<file path="config.mk">
export PLATFORM = sky130hd
export DESIGN_NAME = qfc_seq
export DESIGN_NICKNAME = d
export VERILOG_FILES = /design/src/shared/qfc_pkg.sv /design/src/design/qfc_fifo.sv /design/src/design/qfc_seq.sv
export VERILOG_INCLUDE_DIRS = /design/src /design/src/shared
export SDC_FILE = /design/constraint.sdc
export NUM_CORES = 1
export LEC_CHECK = 0
export BUFFER_PORTS_ARGS = -buffer_cell sky130_fd_sc_hd__buf_4
export CAP_MARGIN = 20
export CORE_MARGIN = 4
export CORE_UTILIZATION = 51
export DETAILED_ROUTE_END_ITERATION = 10
export GPL_TIMING_DRIVEN = 0
export PLACE_DENSITY = 0.76
export SYNTH_ARGS = -nofsm -noshare
export SYNTH_HDL_FRONTEND = slang
export SYNTH_SLANG_ARGS = --single-unit
</file>
<file path="constraint.sdc">
create_clock -name REF_CLK -period 5.3 [get_ports REF_CLK]
set_input_delay 0.795 -clock REF_CLK [delete_from_list [all_inputs] [get_ports REF_CLK]]
set_output_delay 0.795 -clock REF_CLK [all_outputs]
set_load 0.01 [all_outputs]
</file>
<file path="src/shared/qfc_regs.svh">
`ifndef QFC_REGS_SVH
`define QFC_REGS_SVH

// Control word 0 fields
`define QFC_C0_PROT_LSB 1
`define QFC_C0_PROT_MSB 3
`define QFC_C0_RW_BIT 4
`define QFC_C0_CMD_BIT 5
`define QFC_C0_ADDR_LSB 6
`define QFC_C0_ADDR_MSB 7
`define QFC_C0_CFG_LSB 8
`define QFC_C0_CFG_MSB 11
`define QFC_C0_DMY_LSB 12
`define QFC_C0_DMY_MSB 15
`define QFC_C0_DATA_LSB 16
`define QFC_C0_DATA_MSB 24

// Control word 1 fields
`define QFC_C1_PINS_BIT 16
`define QFC_C1_OUT0_BIT 17
`define QFC_C1_OUT1_BIT 18

// Instruction word fields
`define QFC_I0_ADDR_LSB 0
`define QFC_I0_ADDR_MSB 23
`define QFC_I0_CMD_LSB 24
`define QFC_I0_CMD_MSB 31
`define QFC_I1_CFG_LSB 0
`define QFC_I1_CFG_MSB 7

// Encodings
`define QFC_PROT_INVALID 3'h0
`define QFC_CFG_MAX 4'h8
`define QFC_W1 2'h0
`define QFC_W2 2'h1
`define QFC_W4 2'h2

// Timing: serial clock half period in reference clock cycles; receive FIFO depth in bytes
`define QFC_SCK_HALF 3
`define QFC_FIFO_DEPTH 4

`endif

</file>
<file path="src/shared/qfc_pkg.sv">
`default_nettype none

package qfc_pkg;

    typedef enum logic [2:0] {
        ST_IDLE,
        ST_CMD,
        ST_ADDR,
        ST_CFG,
        ST_DUMMY,
        ST_DATA
    } qfc_state_type;

    typedef struct packed {
        logic [2:0] prot;
        logic wr;
        logic cmd_en;
        logic [1:0] addr_len;
        logic [3:0] cfg_len;
        logic [3:0] dmy_len;
        logic [8:0] data_len;
        logic pins_direct;
        logic out0;
        logic out1;
        logic [7:0] cmd;
        logic [23:0] addr;
        logic [7:0] cfg;
    } qfc_desc_type;

    typedef struct packed {
        logic [1:0] cmd_w;
        logic [1:0] addr_w;
        logic [1:0] cfg_w;
        logic [1:0] data_w;
        logic dmy_hiz;
    } qfc_lanes_type;

endpackage

`default_nettype wire

</file>
<file path="src/design/qfc_fifo.sv">
`timescale 1ns/100ps
`default_nettype none

module qfc_fifo #(
    parameter int WIDTH = 8,
    parameter int DEPTH = 4
) (
    input wire logic clk,
    input wire logic rst,
    input wire logic in_valid,
    output logic in_ready,
    input wire logic [WIDTH-1:0] in_data,
    output logic out_valid,
    input wire logic out_ready,
    output logic [WIDTH-1:0] out_data
);
    localparam int AW = (DEPTH > 1) ? $clog2(DEPTH) : 1;

    initial
    begin
        if (DEPTH < 2 || WIDTH < 1)
            $error("qfc_fifo: depth below two or zero width");
    end

    logic [WIDTH-1:0] mem [DEPTH];
    logic [AW-1:0] wr_ptr;
    logic [AW-1:0] rd_ptr;
    logic [AW:0] count;

    wire push = in_valid && in_ready;
    wire pop = out_valid && out_ready;
    wire [AW-1:0] wr_inc = (wr_ptr == AW'(DEPTH - 1)) ? '0 : wr_ptr + 1'b1;
    wire [AW-1:0] rd_inc = (rd_ptr == AW'(DEPTH - 1)) ? '0 : rd_ptr + 1'b1;

    assign in_ready = (count != (AW + 1)'(DEPTH));
    assign out_valid = (count != '0);
    assign out_data = mem[rd_ptr];

    always_ff @(posedge clk)
    begin
        if (push)
            mem[wr_ptr] <= in_data;
    end

    always_ff @(posedge clk)
    begin
        if (rst)
        begin
            wr_ptr <= '0;
            rd_ptr <= '0;
            count <= '0;
        end
        else
        begin
            if (push)
                wr_ptr <= wr_inc;
            if (pop)
                rd_ptr <= rd_inc;
            if (push && !pop)
                count <= count + 1'b1;
            else if (pop && !push)
                count <= count - 1'b1;
        end
    end

endmodule

`default_nettype wire

</file>
<file path="src/design/qfc_seq.sv">
`timescale 1ns/100ps
`default_nettype none
`include "qfc_regs.svh"

module qfc_seq #(
    parameter int SCK_HALF = `QFC_SCK_HALF,
    parameter int FIFO_DEPTH = `QFC_FIFO_DEPTH
) (
    input wire logic REF_CLK,
    input wire logic SYS_RST,
    input wire logic CMD_VALID,
    output logic CMD_READY,
    input wire logic [31:0] CTRL0,
    input wire logic [31:0] CTRL1,
    input wire logic [31:0] INSTR0,
    input wire logic [31:0] INSTR1,
    input wire logic WR_VALID,
    output logic WR_READY,
    input wire logic [7:0] WR_DATA,
    output logic RD_VALID,
    input wire logic RD_READY,
    output logic [7:0] RD_DATA,
    output logic BUSY,
    output logic DONE,
    output logic PROT_ERR,
    input wire logic SOFT_RESET_REQ,
    input wire logic BOOT_FLASH_CMD,
    output logic BOOT_HOST_MODE,
    output logic FLASH_SCK,
    output logic FLASH_CS_N,
    output logic [3:0] FLASH_IO_OUT,
    output logic [3:0] FLASH_IO_OE,
    input wire logic [3:0] FLASH_IO_IN
);
    localparam int CW = $clog2(2 * SCK_HALF);

    initial
    begin
        if (SCK_HALF < 3)
            $error("qfc_seq: serial clock half period must be at least three cycles");
    end

    qfc_pkg::qfc_state_type state;
    qfc_pkg::qfc_state_type next_state;
    qfc_pkg::qfc_desc_type desc;
    qfc_pkg::qfc_desc_type in_desc;
    qfc_pkg::qfc_lanes_type lanes;
    qfc_pkg::qfc_lanes_type in_lanes;
    logic [CW-1:0] cnt;
    logic [CW-1:0] next_cnt;
    logic [23:0] sh;
    logic [4:0] clk_left;
    logic [8:0] bytes_left;
    logic [7:0] rx;
    logic need_byte;
    logic push_q;
    logic [7:0] push_data;
    logic [3:0] io_meta;
    logic [3:0] io_sync;
    logic [3:0] next_io_out;
    logic [3:0] next_io_oe;
    logic fifo_in_ready;

    function automatic qfc_pkg::qfc_lanes_type lanes_of(input logic [2:0] p);
        case (p)
            3'h1: lanes_of = {`QFC_W1, `QFC_W1, `QFC_W1, `QFC_W1, 1'b0};
            3'h2: lanes_of = {`QFC_W1, `QFC_W1, `QFC_W1, `QFC_W2, 1'b1};
            3'h3: lanes_of = {`QFC_W1, `QFC_W1, `QFC_W1, `QFC_W4, 1'b1};
            3'h4: lanes_of = {`QFC_W1, `QFC_W2, `QFC_W2, `QFC_W2, 1'b1};
            3'h5: lanes_of = {`QFC_W1, `QFC_W4, `QFC_W4, `QFC_W4, 1'b1};
            3'h6: lanes_of = {`QFC_W2, `QFC_W2, `QFC_W2, `QFC_W2, 1'b1};
            3'h7: lanes_of = {`QFC_W4, `QFC_W4, `QFC_W4, `QFC_W4, 1'b1};
            default: lanes_of = {`QFC_W1, `QFC_W1, `QFC_W1, `QFC_W1, 1'b0};
        endcase
    endfunction

    function automatic logic [1:0] lane_of(input qfc_pkg::qfc_state_type s,
                                           input qfc_pkg::qfc_lanes_type l);
        case (s)
            qfc_pkg::ST_CMD: lane_of = l.cmd_w;
            qfc_pkg::ST_ADDR: lane_of = l.addr_w;
            qfc_pkg::ST_CFG: lane_of = l.cfg_w;
            qfc_pkg::ST_DUMMY: lane_of = l.data_w;
            qfc_pkg::ST_DATA: lane_of = l.data_w;
            default: lane_of = `QFC_W1;
        endcase
    endfunction

    function automatic qfc_pkg::qfc_state_type next_phase(input qfc_pkg::qfc_state_type f,
                                                          input qfc_pkg::qfc_desc_type d);
        if (f == qfc_pkg::ST_IDLE && d.cmd_en)
            next_phase = qfc_pkg::ST_CMD;
        else if (f <= qfc_pkg::ST_CMD && d.addr_len != 2'h0)
            next_phase = qfc_pkg::ST_ADDR;
        else if (f <= qfc_pkg::ST_ADDR && d.cfg_len != 4'h0)
            next_phase = qfc_pkg::ST_CFG;
        else if (f <= qfc_pkg::ST_CFG && d.dmy_len != 4'h0)
            next_phase = qfc_pkg::ST_DUMMY;
        else if (f <= qfc_pkg::ST_DUMMY && d.data_len != 9'h0)
            next_phase = qfc_pkg::ST_DATA;
        else
            next_phase = qfc_pkg::ST_IDLE;
    endfunction

    function automatic logic [4:0] phase_clocks(input qfc_pkg::qfc_state_type s,
                                                input qfc_pkg::qfc_desc_type d,
                                                input qfc_pkg::qfc_lanes_type l);
        logic [1:0] w;
        logic [4:0] c;
        w = lane_of(s, l);
        c = (d.cfg_len > `QFC_CFG_MAX) ? {1'b0, `QFC_CFG_MAX} : {1'b0, d.cfg_len};
        case (s)
            qfc_pkg::ST_CMD: phase_clocks = 5'h8 >> w;
            qfc_pkg::ST_ADDR: phase_clocks = {d.addr_len, 3'h0} >> w;
            qfc_pkg::ST_CFG: phase_clocks = (c + ((5'h1 << w) - 5'h1)) >> w;
            qfc_pkg::ST_DUMMY: phase_clocks = {1'b0, d.dmy_len};
            qfc_pkg::ST_DATA: phase_clocks = 5'h8 >> w;
            default: phase_clocks = 5'h0;
        endcase
    endfunction

    function automatic logic [23:0] phase_bits(input qfc_pkg::qfc_state_type s,
                                               input qfc_pkg::qfc_desc_type d);
        case (s)
            qfc_pkg::ST_CMD: phase_bits = {d.cmd, 16'h0000};
            qfc_pkg::ST_ADDR:
                case (d.addr_len)
                    2'h1: phase_bits = {d.addr[7:0], 16'h0000};
                    2'h2: phase_bits = {d.addr[15:0], 8'h00};
                    default: phase_bits = d.addr;
                endcase
            qfc_pkg::ST_CFG: phase_bits = {d.cfg, 16'h0000};
            default: phase_bits = 24'h000000;
        endcase
    endfunction

    assign in_desc.prot = CTRL0[`QFC_C0_PROT_MSB:`QFC_C0_PROT_LSB];
    assign in_desc.wr = CTRL0[`QFC_C0_RW_BIT];
    assign in_desc.cmd_en = CTRL0[`QFC_C0_CMD_BIT];
    assign in_desc.addr_len = CTRL0[`QFC_C0_ADDR_MSB:`QFC_C0_ADDR_LSB];
    assign in_desc.cfg_len = CTRL0[`QFC_C0_CFG_MSB:`QFC_C0_CFG_LSB];
    assign in_desc.dmy_len = CTRL0[`QFC_C0_DMY_MSB:`QFC_C0_DMY_LSB];
    assign in_desc.data_len = CTRL0[`QFC_C0_DATA_MSB:`QFC_C0_DATA_LSB];
    assign in_desc.pins_direct = CTRL1[`QFC_C1_PINS_BIT];
    assign in_desc.out0 = CTRL1[`QFC_C1_OUT0_BIT];
    assign in_desc.out1 = CTRL1[`QFC_C1_OUT1_BIT];
    assign in_desc.addr = INSTR0[`QFC_I0_ADDR_MSB:`QFC_I0_ADDR_LSB];
    assign in_desc.cmd = INSTR0[`QFC_I0_CMD_MSB:`QFC_I0_CMD_LSB];
    assign in_desc.cfg = INSTR1[`QFC_I1_CFG_MSB:`QFC_I1_CFG_LSB];

    assign lanes = lanes_of(desc.prot);
    assign in_lanes = lanes_of(in_desc.prot);

    wire is_idle = (state == qfc_pkg::ST_IDLE);
    wire in_data = (state == qfc_pkg::ST_DATA);
    wire running = !is_idle && !(in_data && need_byte);
    wire bit_end = running && (cnt == CW'(2 * SCK_HALF - 1));
    wire phase_last = bit_end && (clk_left == 5'h1);
    wire data_more = in_data && (bytes_left > 9'h001);
    wire [1:0] cur_w = lane_of(state, lanes);
    wire quad_prot = (lanes.data_w == `QFC_W4) || (lanes.addr_w == `QFC_W4);
    wire take = CMD_VALID && CMD_READY;
    wire bad_prot = take && (in_desc.prot == `QFC_PROT_INVALID);
    wire take_ok = take && !bad_prot;
    wire rd_grant = in_data && need_byte && !desc.wr && fifo_in_ready && !push_q;
    wire wr_grant = WR_READY && WR_VALID;
    wire [23:0] sh_next = (cur_w == `QFC_W4) ? {sh[19:0], 4'h0} :
                          (cur_w == `QFC_W2) ? {sh[21:0], 2'h0} : {sh[22:0], 1'b0};
    wire [7:0] rx_next = (cur_w == `QFC_W4) ? {rx[3:0], io_sync} :
                         (cur_w == `QFC_W2) ? {rx[5:0], io_sync[1:0]} : {rx[6:0], io_sync[1]};
    wire enter = take_ok || (phase_last && !data_more);
    wire qfc_pkg::qfc_desc_type src_desc = take_ok ? in_desc : desc;
    wire qfc_pkg::qfc_lanes_type src_lanes = take_ok ? in_lanes : lanes;

    assign CMD_READY = is_idle;
    assign WR_READY = in_data && need_byte && desc.wr;
    assign BUSY = !is_idle;

    assign next_state = SOFT_RESET_REQ ? qfc_pkg::ST_IDLE :
                        take_ok ? next_phase(qfc_pkg::ST_IDLE, in_desc) :
                        (phase_last && !data_more) ? next_phase(state, desc) : state;
    assign next_cnt = (!running || bit_end) ? '0 : cnt + 1'b1;

    always_ff @(posedge REF_CLK)
    begin
        if (SYS_RST)
        begin
            state <= qfc_pkg::ST_IDLE;
            desc <= '0;
            cnt <= '0;
            FLASH_SCK <= 1'b0;
            FLASH_CS_N <= 1'b1;
            DONE <= 1'b0;
            PROT_ERR <= 1'b0;
        end
        else
        begin
            state <= next_state;
            if (take_ok)
                desc <= in_desc;
            cnt <= (next_state == qfc_pkg::ST_IDLE) ? '0 : next_cnt;
            FLASH_SCK <= (next_state != qfc_pkg::ST_IDLE) && (next_cnt >= CW'(SCK_HALF));
            FLASH_CS_N <= (next_state == qfc_pkg::ST_IDLE);
            DONE <= !SOFT_RESET_REQ && (next_state == qfc_pkg::ST_IDLE) && (take_ok || !is_idle);
            PROT_ERR <= bad_prot;
        end
    end

    always_ff @(posedge REF_CLK)
    begin
        if (SYS_RST)
        begin
            sh <= '0;
            clk_left <= '0;
            bytes_left <= '0;
            need_byte <= 1'b0;
        end
        else if (enter)
        begin
            sh <= phase_bits(next_state, src_desc);
            clk_left <= phase_clocks(next_state, src_desc, src_lanes);
            need_byte <= (next_state == qfc_pkg::ST_DATA);
            if (take_ok)
                bytes_left <= in_desc.data_len;
        end
        else if (wr_grant || rd_grant)
        begin
            sh <= {WR_DATA, 16'h0000};
            need_byte <= 1'b0;
        end
        else if (bit_end)
        begin
            sh <= sh_next;
            clk_left <= phase_last ? phase_clocks(state, desc, lanes) : clk_left - 5'h1;
            if (phase_last)
            begin
                bytes_left <= bytes_left - 9'h001;
                need_byte <= 1'b1;
            end
        end
    end

    // Received byte is pushed one cycle after its last clock
    always_ff @(posedge REF_CLK)
    begin
        if (SYS_RST)
        begin
            rx <= '0;
            push_q <= 1'b0;
            push_data <= '0;
        end
        else
        begin
            if (bit_end)
                rx <= rx_next;
            push_q <= phase_last && in_data && !desc.wr && !SOFT_RESET_REQ;
            if (phase_last)
                push_data <= rx_next;
        end
    end

    // Pin inputs pass two flops before use
    always_ff @(posedge REF_CLK)
    begin
        if (SYS_RST)
        begin
            io_meta <= '0;
            io_sync <= '0;
        end
        else
        begin
            io_meta <= FLASH_IO_IN;
            io_sync <= io_meta;
        end
    end

    always_comb
    begin
        next_io_out = 4'h0;
        next_io_oe = 4'h0;
        if (state == qfc_pkg::ST_CMD || state == qfc_pkg::ST_ADDR ||
            state == qfc_pkg::ST_CFG || (in_data && desc.wr))
        begin
            case (cur_w)
                `QFC_W4:
                begin
                    next_io_out = sh[23:20];
                    next_io_oe = 4'hF;
                end
                `QFC_W2:
                begin
                    next_io_out = {2'h0, sh[23:22]};
                    next_io_oe = 4'h3;
                end
                default:
                begin
                    next_io_out = {3'h0, sh[23]};
                    next_io_oe = 4'h1;
                end
            endcase
        end
        else if (state == qfc_pkg::ST_DUMMY && !lanes.dmy_hiz)
            next_io_oe = 4'h1;
        if (desc.pins_direct)
        begin
            next_io_out[3:2] = {desc.out1, desc.out0};
            next_io_oe[3:2] = 2'h3;
        end
        // upper lines join bus or stay high
        else if (!(quad_prot && !is_idle && cur_w == `QFC_W4))
        begin
            next_io_out[3:2] = 2'h3;
            next_io_oe[3:2] = 2'h3;
        end
    end

    always_ff @(posedge REF_CLK)
    begin
        if (SYS_RST)
        begin
            FLASH_IO_OUT <= 4'hC;
            FLASH_IO_OE <= 4'hC;
        end
        else
        begin
            FLASH_IO_OUT <= next_io_out;
            FLASH_IO_OE <= next_io_oe;
        end
    end

    // boot mode flag, set wins over clear
    always_ff @(posedge REF_CLK)
    begin
        if (SYS_RST)
            BOOT_HOST_MODE <= 1'b0;
        else if (SOFT_RESET_REQ)
            BOOT_HOST_MODE <= 1'b1;
        else if (BOOT_FLASH_CMD)
            BOOT_HOST_MODE <= 1'b0;
    end

    qfc_fifo #(
        .WIDTH(8),
        .DEPTH(FIFO_DEPTH)
    ) u_rx_fifo (
        .clk(REF_CLK),
        .rst(SYS_RST),
        .in_valid(push_q),
        .in_ready(fifo_in_ready),
        .in_data(push_data),
        .out_valid(RD_VALID),
        .out_ready(RD_READY),
        .out_data(RD_DATA)
    );
endmodule

`default_nettype wire

</file>
==> impl_metrics.json <==
{
  "status": "completed",
  "slowest_stage": "or4_4",
  "initial_core_util_pct": 51.9,
  "dp.cells": 1539,
  "pwr_density_cell_nw_per_um2": 327,
  "synth_top_area_share_pct": 31.0,
  "clock_sinks": 189,
  "ys_top_cells_by_area": "dfxtp_1, edfxtp_1, mux2i_1, nor2_1, a21oi_1",
  "synth_fp_nets": 1350,
  "cp_common_cell": "ha_1",
  "nets": 1476,
  "combinationalPowerShare_pct": 23.8,
  "clockRootBuffer": "clkbuf_16",
  "timing.fmax_mhz": 195,
  "grt_antenna_before_repair": 0,
  "internal_power_uw": 2610,
  "htree_levels": 4,
  "gr-total-overflow": 0,
  "cts_hold_buf": 0,
  "yosysTopAreaCell": "dfxtp_1",
  "crit_arrival_ns": 5.48,
  "ys_types": 87,
  "drv_slew": 0,
  "route.vias.total": 9340,
  "synth_seq_cells": 189,
  "final_area_um2": 12000,
  "grt_pass1_vias": 8973,
  "leakage_uw": 0.00469,
  "power.share.clock_pct": 35.0,
  "crit_family": "compound AO/OA/AOI/OAI gates",
  "cp_cell_sequence": "buf_4 > or4_4 > nor3_4 > a32oi_1 > a221o_1 > buf_6 > inv_4 > ha_1 > a21boi_1 > a2111oi_2 > o41ai_4 > inv_2 > ha_1 > inv_1 > ha_1 > a21o_1 > a21oi_1 > xnor2_1 > a2bb2oi_2 > o21ai_1 > o21ai_1 > a221oi_2",
  "core_area_um2": 19500,
  "cp-end-kind": "flip-flop",
  "finalPower_uw": 3930,
  "worst_pin_slew_ns": 0.955,
  "syn_area_per_cell_um2": 8.70,
  "hp-class": "flip-flop to flip-flop",
  "synthFlopType": "dfxtp_1",
  "fin_skew_ns": 0.0138,
  "io_pins": 172,
  "power.switching_uw": 1320,
  "async_reset_ff_share_pct": 0,
  "synth_area_um2": 10100,
  "ys_seq_area_share_pct": 40.5,
  "crit_path_start_kind": "input pin",
  "cts_max_path_buffers": 2,
  "grt_pass1_wl_um": 46200,
  "grt_max_degree": 25,
  "yosys_warnings": 0,
  "clk_pin_slew_ns": 0.08,
  "wirelength_um": 29400,
  "slowest_delay_ns": 0.59,
  "diodes": 0,
  "placed_area_um2": 11300,
  "remaining_drc_errors": 0,
  "ant_nets": 0,
  "hold_violations": 0,
  "crit_fanout": 9,
  "worst-setup-path-type": "input pin to flip-flop",
  "die_h_um": 149,
  "crit_buf_inv": 5,
  "setup_viol": 0,
  "synth_edf_count": 32,
  "row_count": 51,
  "switching_share_pct": 33.6,
  "drt_iter0_drc": 988,
  "cap_violations": 0,
  "insertion_delay_ns": 0.45,
  "cp.required_ns": 5.65,
  "gp_congestion": 0.976,
  "layout.cells.non_filler": 1569,
  "cts_tree": "built",
  "die_area_um2": 22200,
  "finalCritPeriodShare_pct": 96.8,
  "netlist_instances": 1165,
  "drive_gt1_share_pct": 17.1,
  "p_seq_share_pct": 41.2,
  "peakVddDrop_uv": 306,
  "syn2layout_area_growth_pct": 18.9,
  "viasPerCell": 5.95,
  "cts_buffers": 17,
  "slew_headroom_pct": 36.3,
  "period_minus_slack_ns": 5.13,
  "numPortBuffers": 109,
  "grt_usage_pct": 26.5,
  "place.detailed.hpwl_um": 22000,
  "wl_per_cell_um": 18.8,
  "drt_pass1_iterations": 8,
  "die_w_um": 149,
  "fin_util_pct": 61.7
}
[worst paths after layout]
path | from | end | slack [ns] | cells after the start
worst max-delay path | CTRL0[11] | clk_left[1] | 0.17 | 22
worst min-delay path | io_meta[3] | io_sync[3] | 0.44 | 1
worst max register to register | state[0] | clk_left[1] | 0.27 | 23
worst min register to register | io_meta[3] | io_sync[3] | 0.44 | 1
[sequential cells by signal, summed over array words and instances (netlist names), 2 cells and up, named ones only]
register	count
u_rx_fifo.mem	32
bytes_left	9
push_data	8
u_rx_fifo.rd_ptr	2
desc	67
rx	7
u_rx_fifo.wr_ptr	2
cnt	3
state	3
clk_left	5
u_rx_fifo.count	3
io_sync	4
FLASH_IO_OUT	4
io_meta	4
sh	24
FLASH_IO_OE	3
[cell type report]
class,instances,area (µm²)
fillers,1742,7480
multi-input cells,856,5620
flip-flops and latches,189,4100
repair buffers,112,841
clock buffers,17,425
well taps,265,332
plain buffers,71,329
clock inverters,15,225
inverters,44,173
[synthesized netlist by cell type, types with 15 or more instances]
cell and count:
nand2_1 88, dfxtp_1 157, a21oi_1 123, ha_1 35
clkbuf_1 51, nor2b_1 25, o221ai_1 15, nor2_1 189
o21ai_0 49, mux2i_1 73, inv_1 40, edfxtp_1 32
nor3_1 35
[kinds of logic after synthesis]
family	after synthesis	synth area share (%)
XOR/XNOR	9	0.778
adder cells (fa/ha/maj)	38	4.91
AO/OA/AOI/OAI	296	19.0
flip-flops	189	40.5
multiplexers	90	9.99
other	1	0.0370
buffers and inverters	120	4.98
AND/OR/NAND/NOR	422	19.9
[power groups by stage]
stage,Sequential [µW],Combinational (µW),Clock [µW]
after global placement,1650,887,0
after detailed placement,1650,901,0
after global routing,1630,1020,1440
final,1620,935,1380
after floorplan,1630,623,0
after CTS,1620,916,1390
[metal layers]
layer	vias to the layer above	routed length (µm)	track usage, %
met5	-	0	0
li1	4400	-	-
met2	495	13200	41.6
met1	4364	12300	35.4
met4	0	966	10.2
met3	81	2940	6.47
[cells in the final DEF (no fill, tap or decap), types with 10 or more instances in the layout]
cell type / Yosys / routed
mux2i_1: 73 / 73
nor2_1: 189 / 188
o211ai_1: 10 / 10
edfxtp_1: 32 / 32
o21ai_0: 49 / 49
nor3_1: 35 / 34
o21a_1: 12 / 12
o221ai_1: 15 / 15
buf_4: 5 / 118
nand3_1: 13 / 13
a21oi_1: 123 / 122
clkbuf_1: 51 / 43
ha_1: 35 / 32
nand2b_1: 11 / 11
dfxtp_1: 157 / 157
nor2b_1: 25 / 25
nand2_1: 88 / 88
inv_1: 40 / 40
clkbuf_16: 0 / 17
[worst register-to-register path: stages (launching register included)]
cell,delay (ns)
dfxtp_1,0.31
buf_2,0.18
or4b_1,0.49
buf_4,0.19
nor2_8,0.17
nor2_1,0.07
a221o_1,0.32
buf_6,0.17
inv_4,0.09
ha_1,0.16
a21boi_1,0.23
a2111oi_2,0.08
o41ai_4,0.44
inv_2,0.11
ha_1,0.29
inv_1,0.07
ha_1,0.29
a21o_1,0.15
a21oi_1,0.16
xnor2_1,0.17
a2bb2oi_2,0.11
o21ai_1,0.24
o21ai_1,0.16
a221oi_2,0.29
[through the flow]
step                      hold slack [ns]  setup WS [ns]  TNS, ns
after CTS                           0.439        0.00269        0
after global placement              0.421         -0.870    -3.60
after global routing                0.461        -0.0117  -0.0117
final                               0.438          0.170        0
after detailed placement            0.420         -0.926    -3.85
after floorplan                     0.414          0.154        0
[what timing repair did]
item | 4_1_cts | 5_1_grt
buffers inserted | 3 | 0
pin swaps | 3 | 1
endpoints found under the setup margin | 5 | 5
resized for setup | 15 | 16
Power figures use the tool's default switching activity.
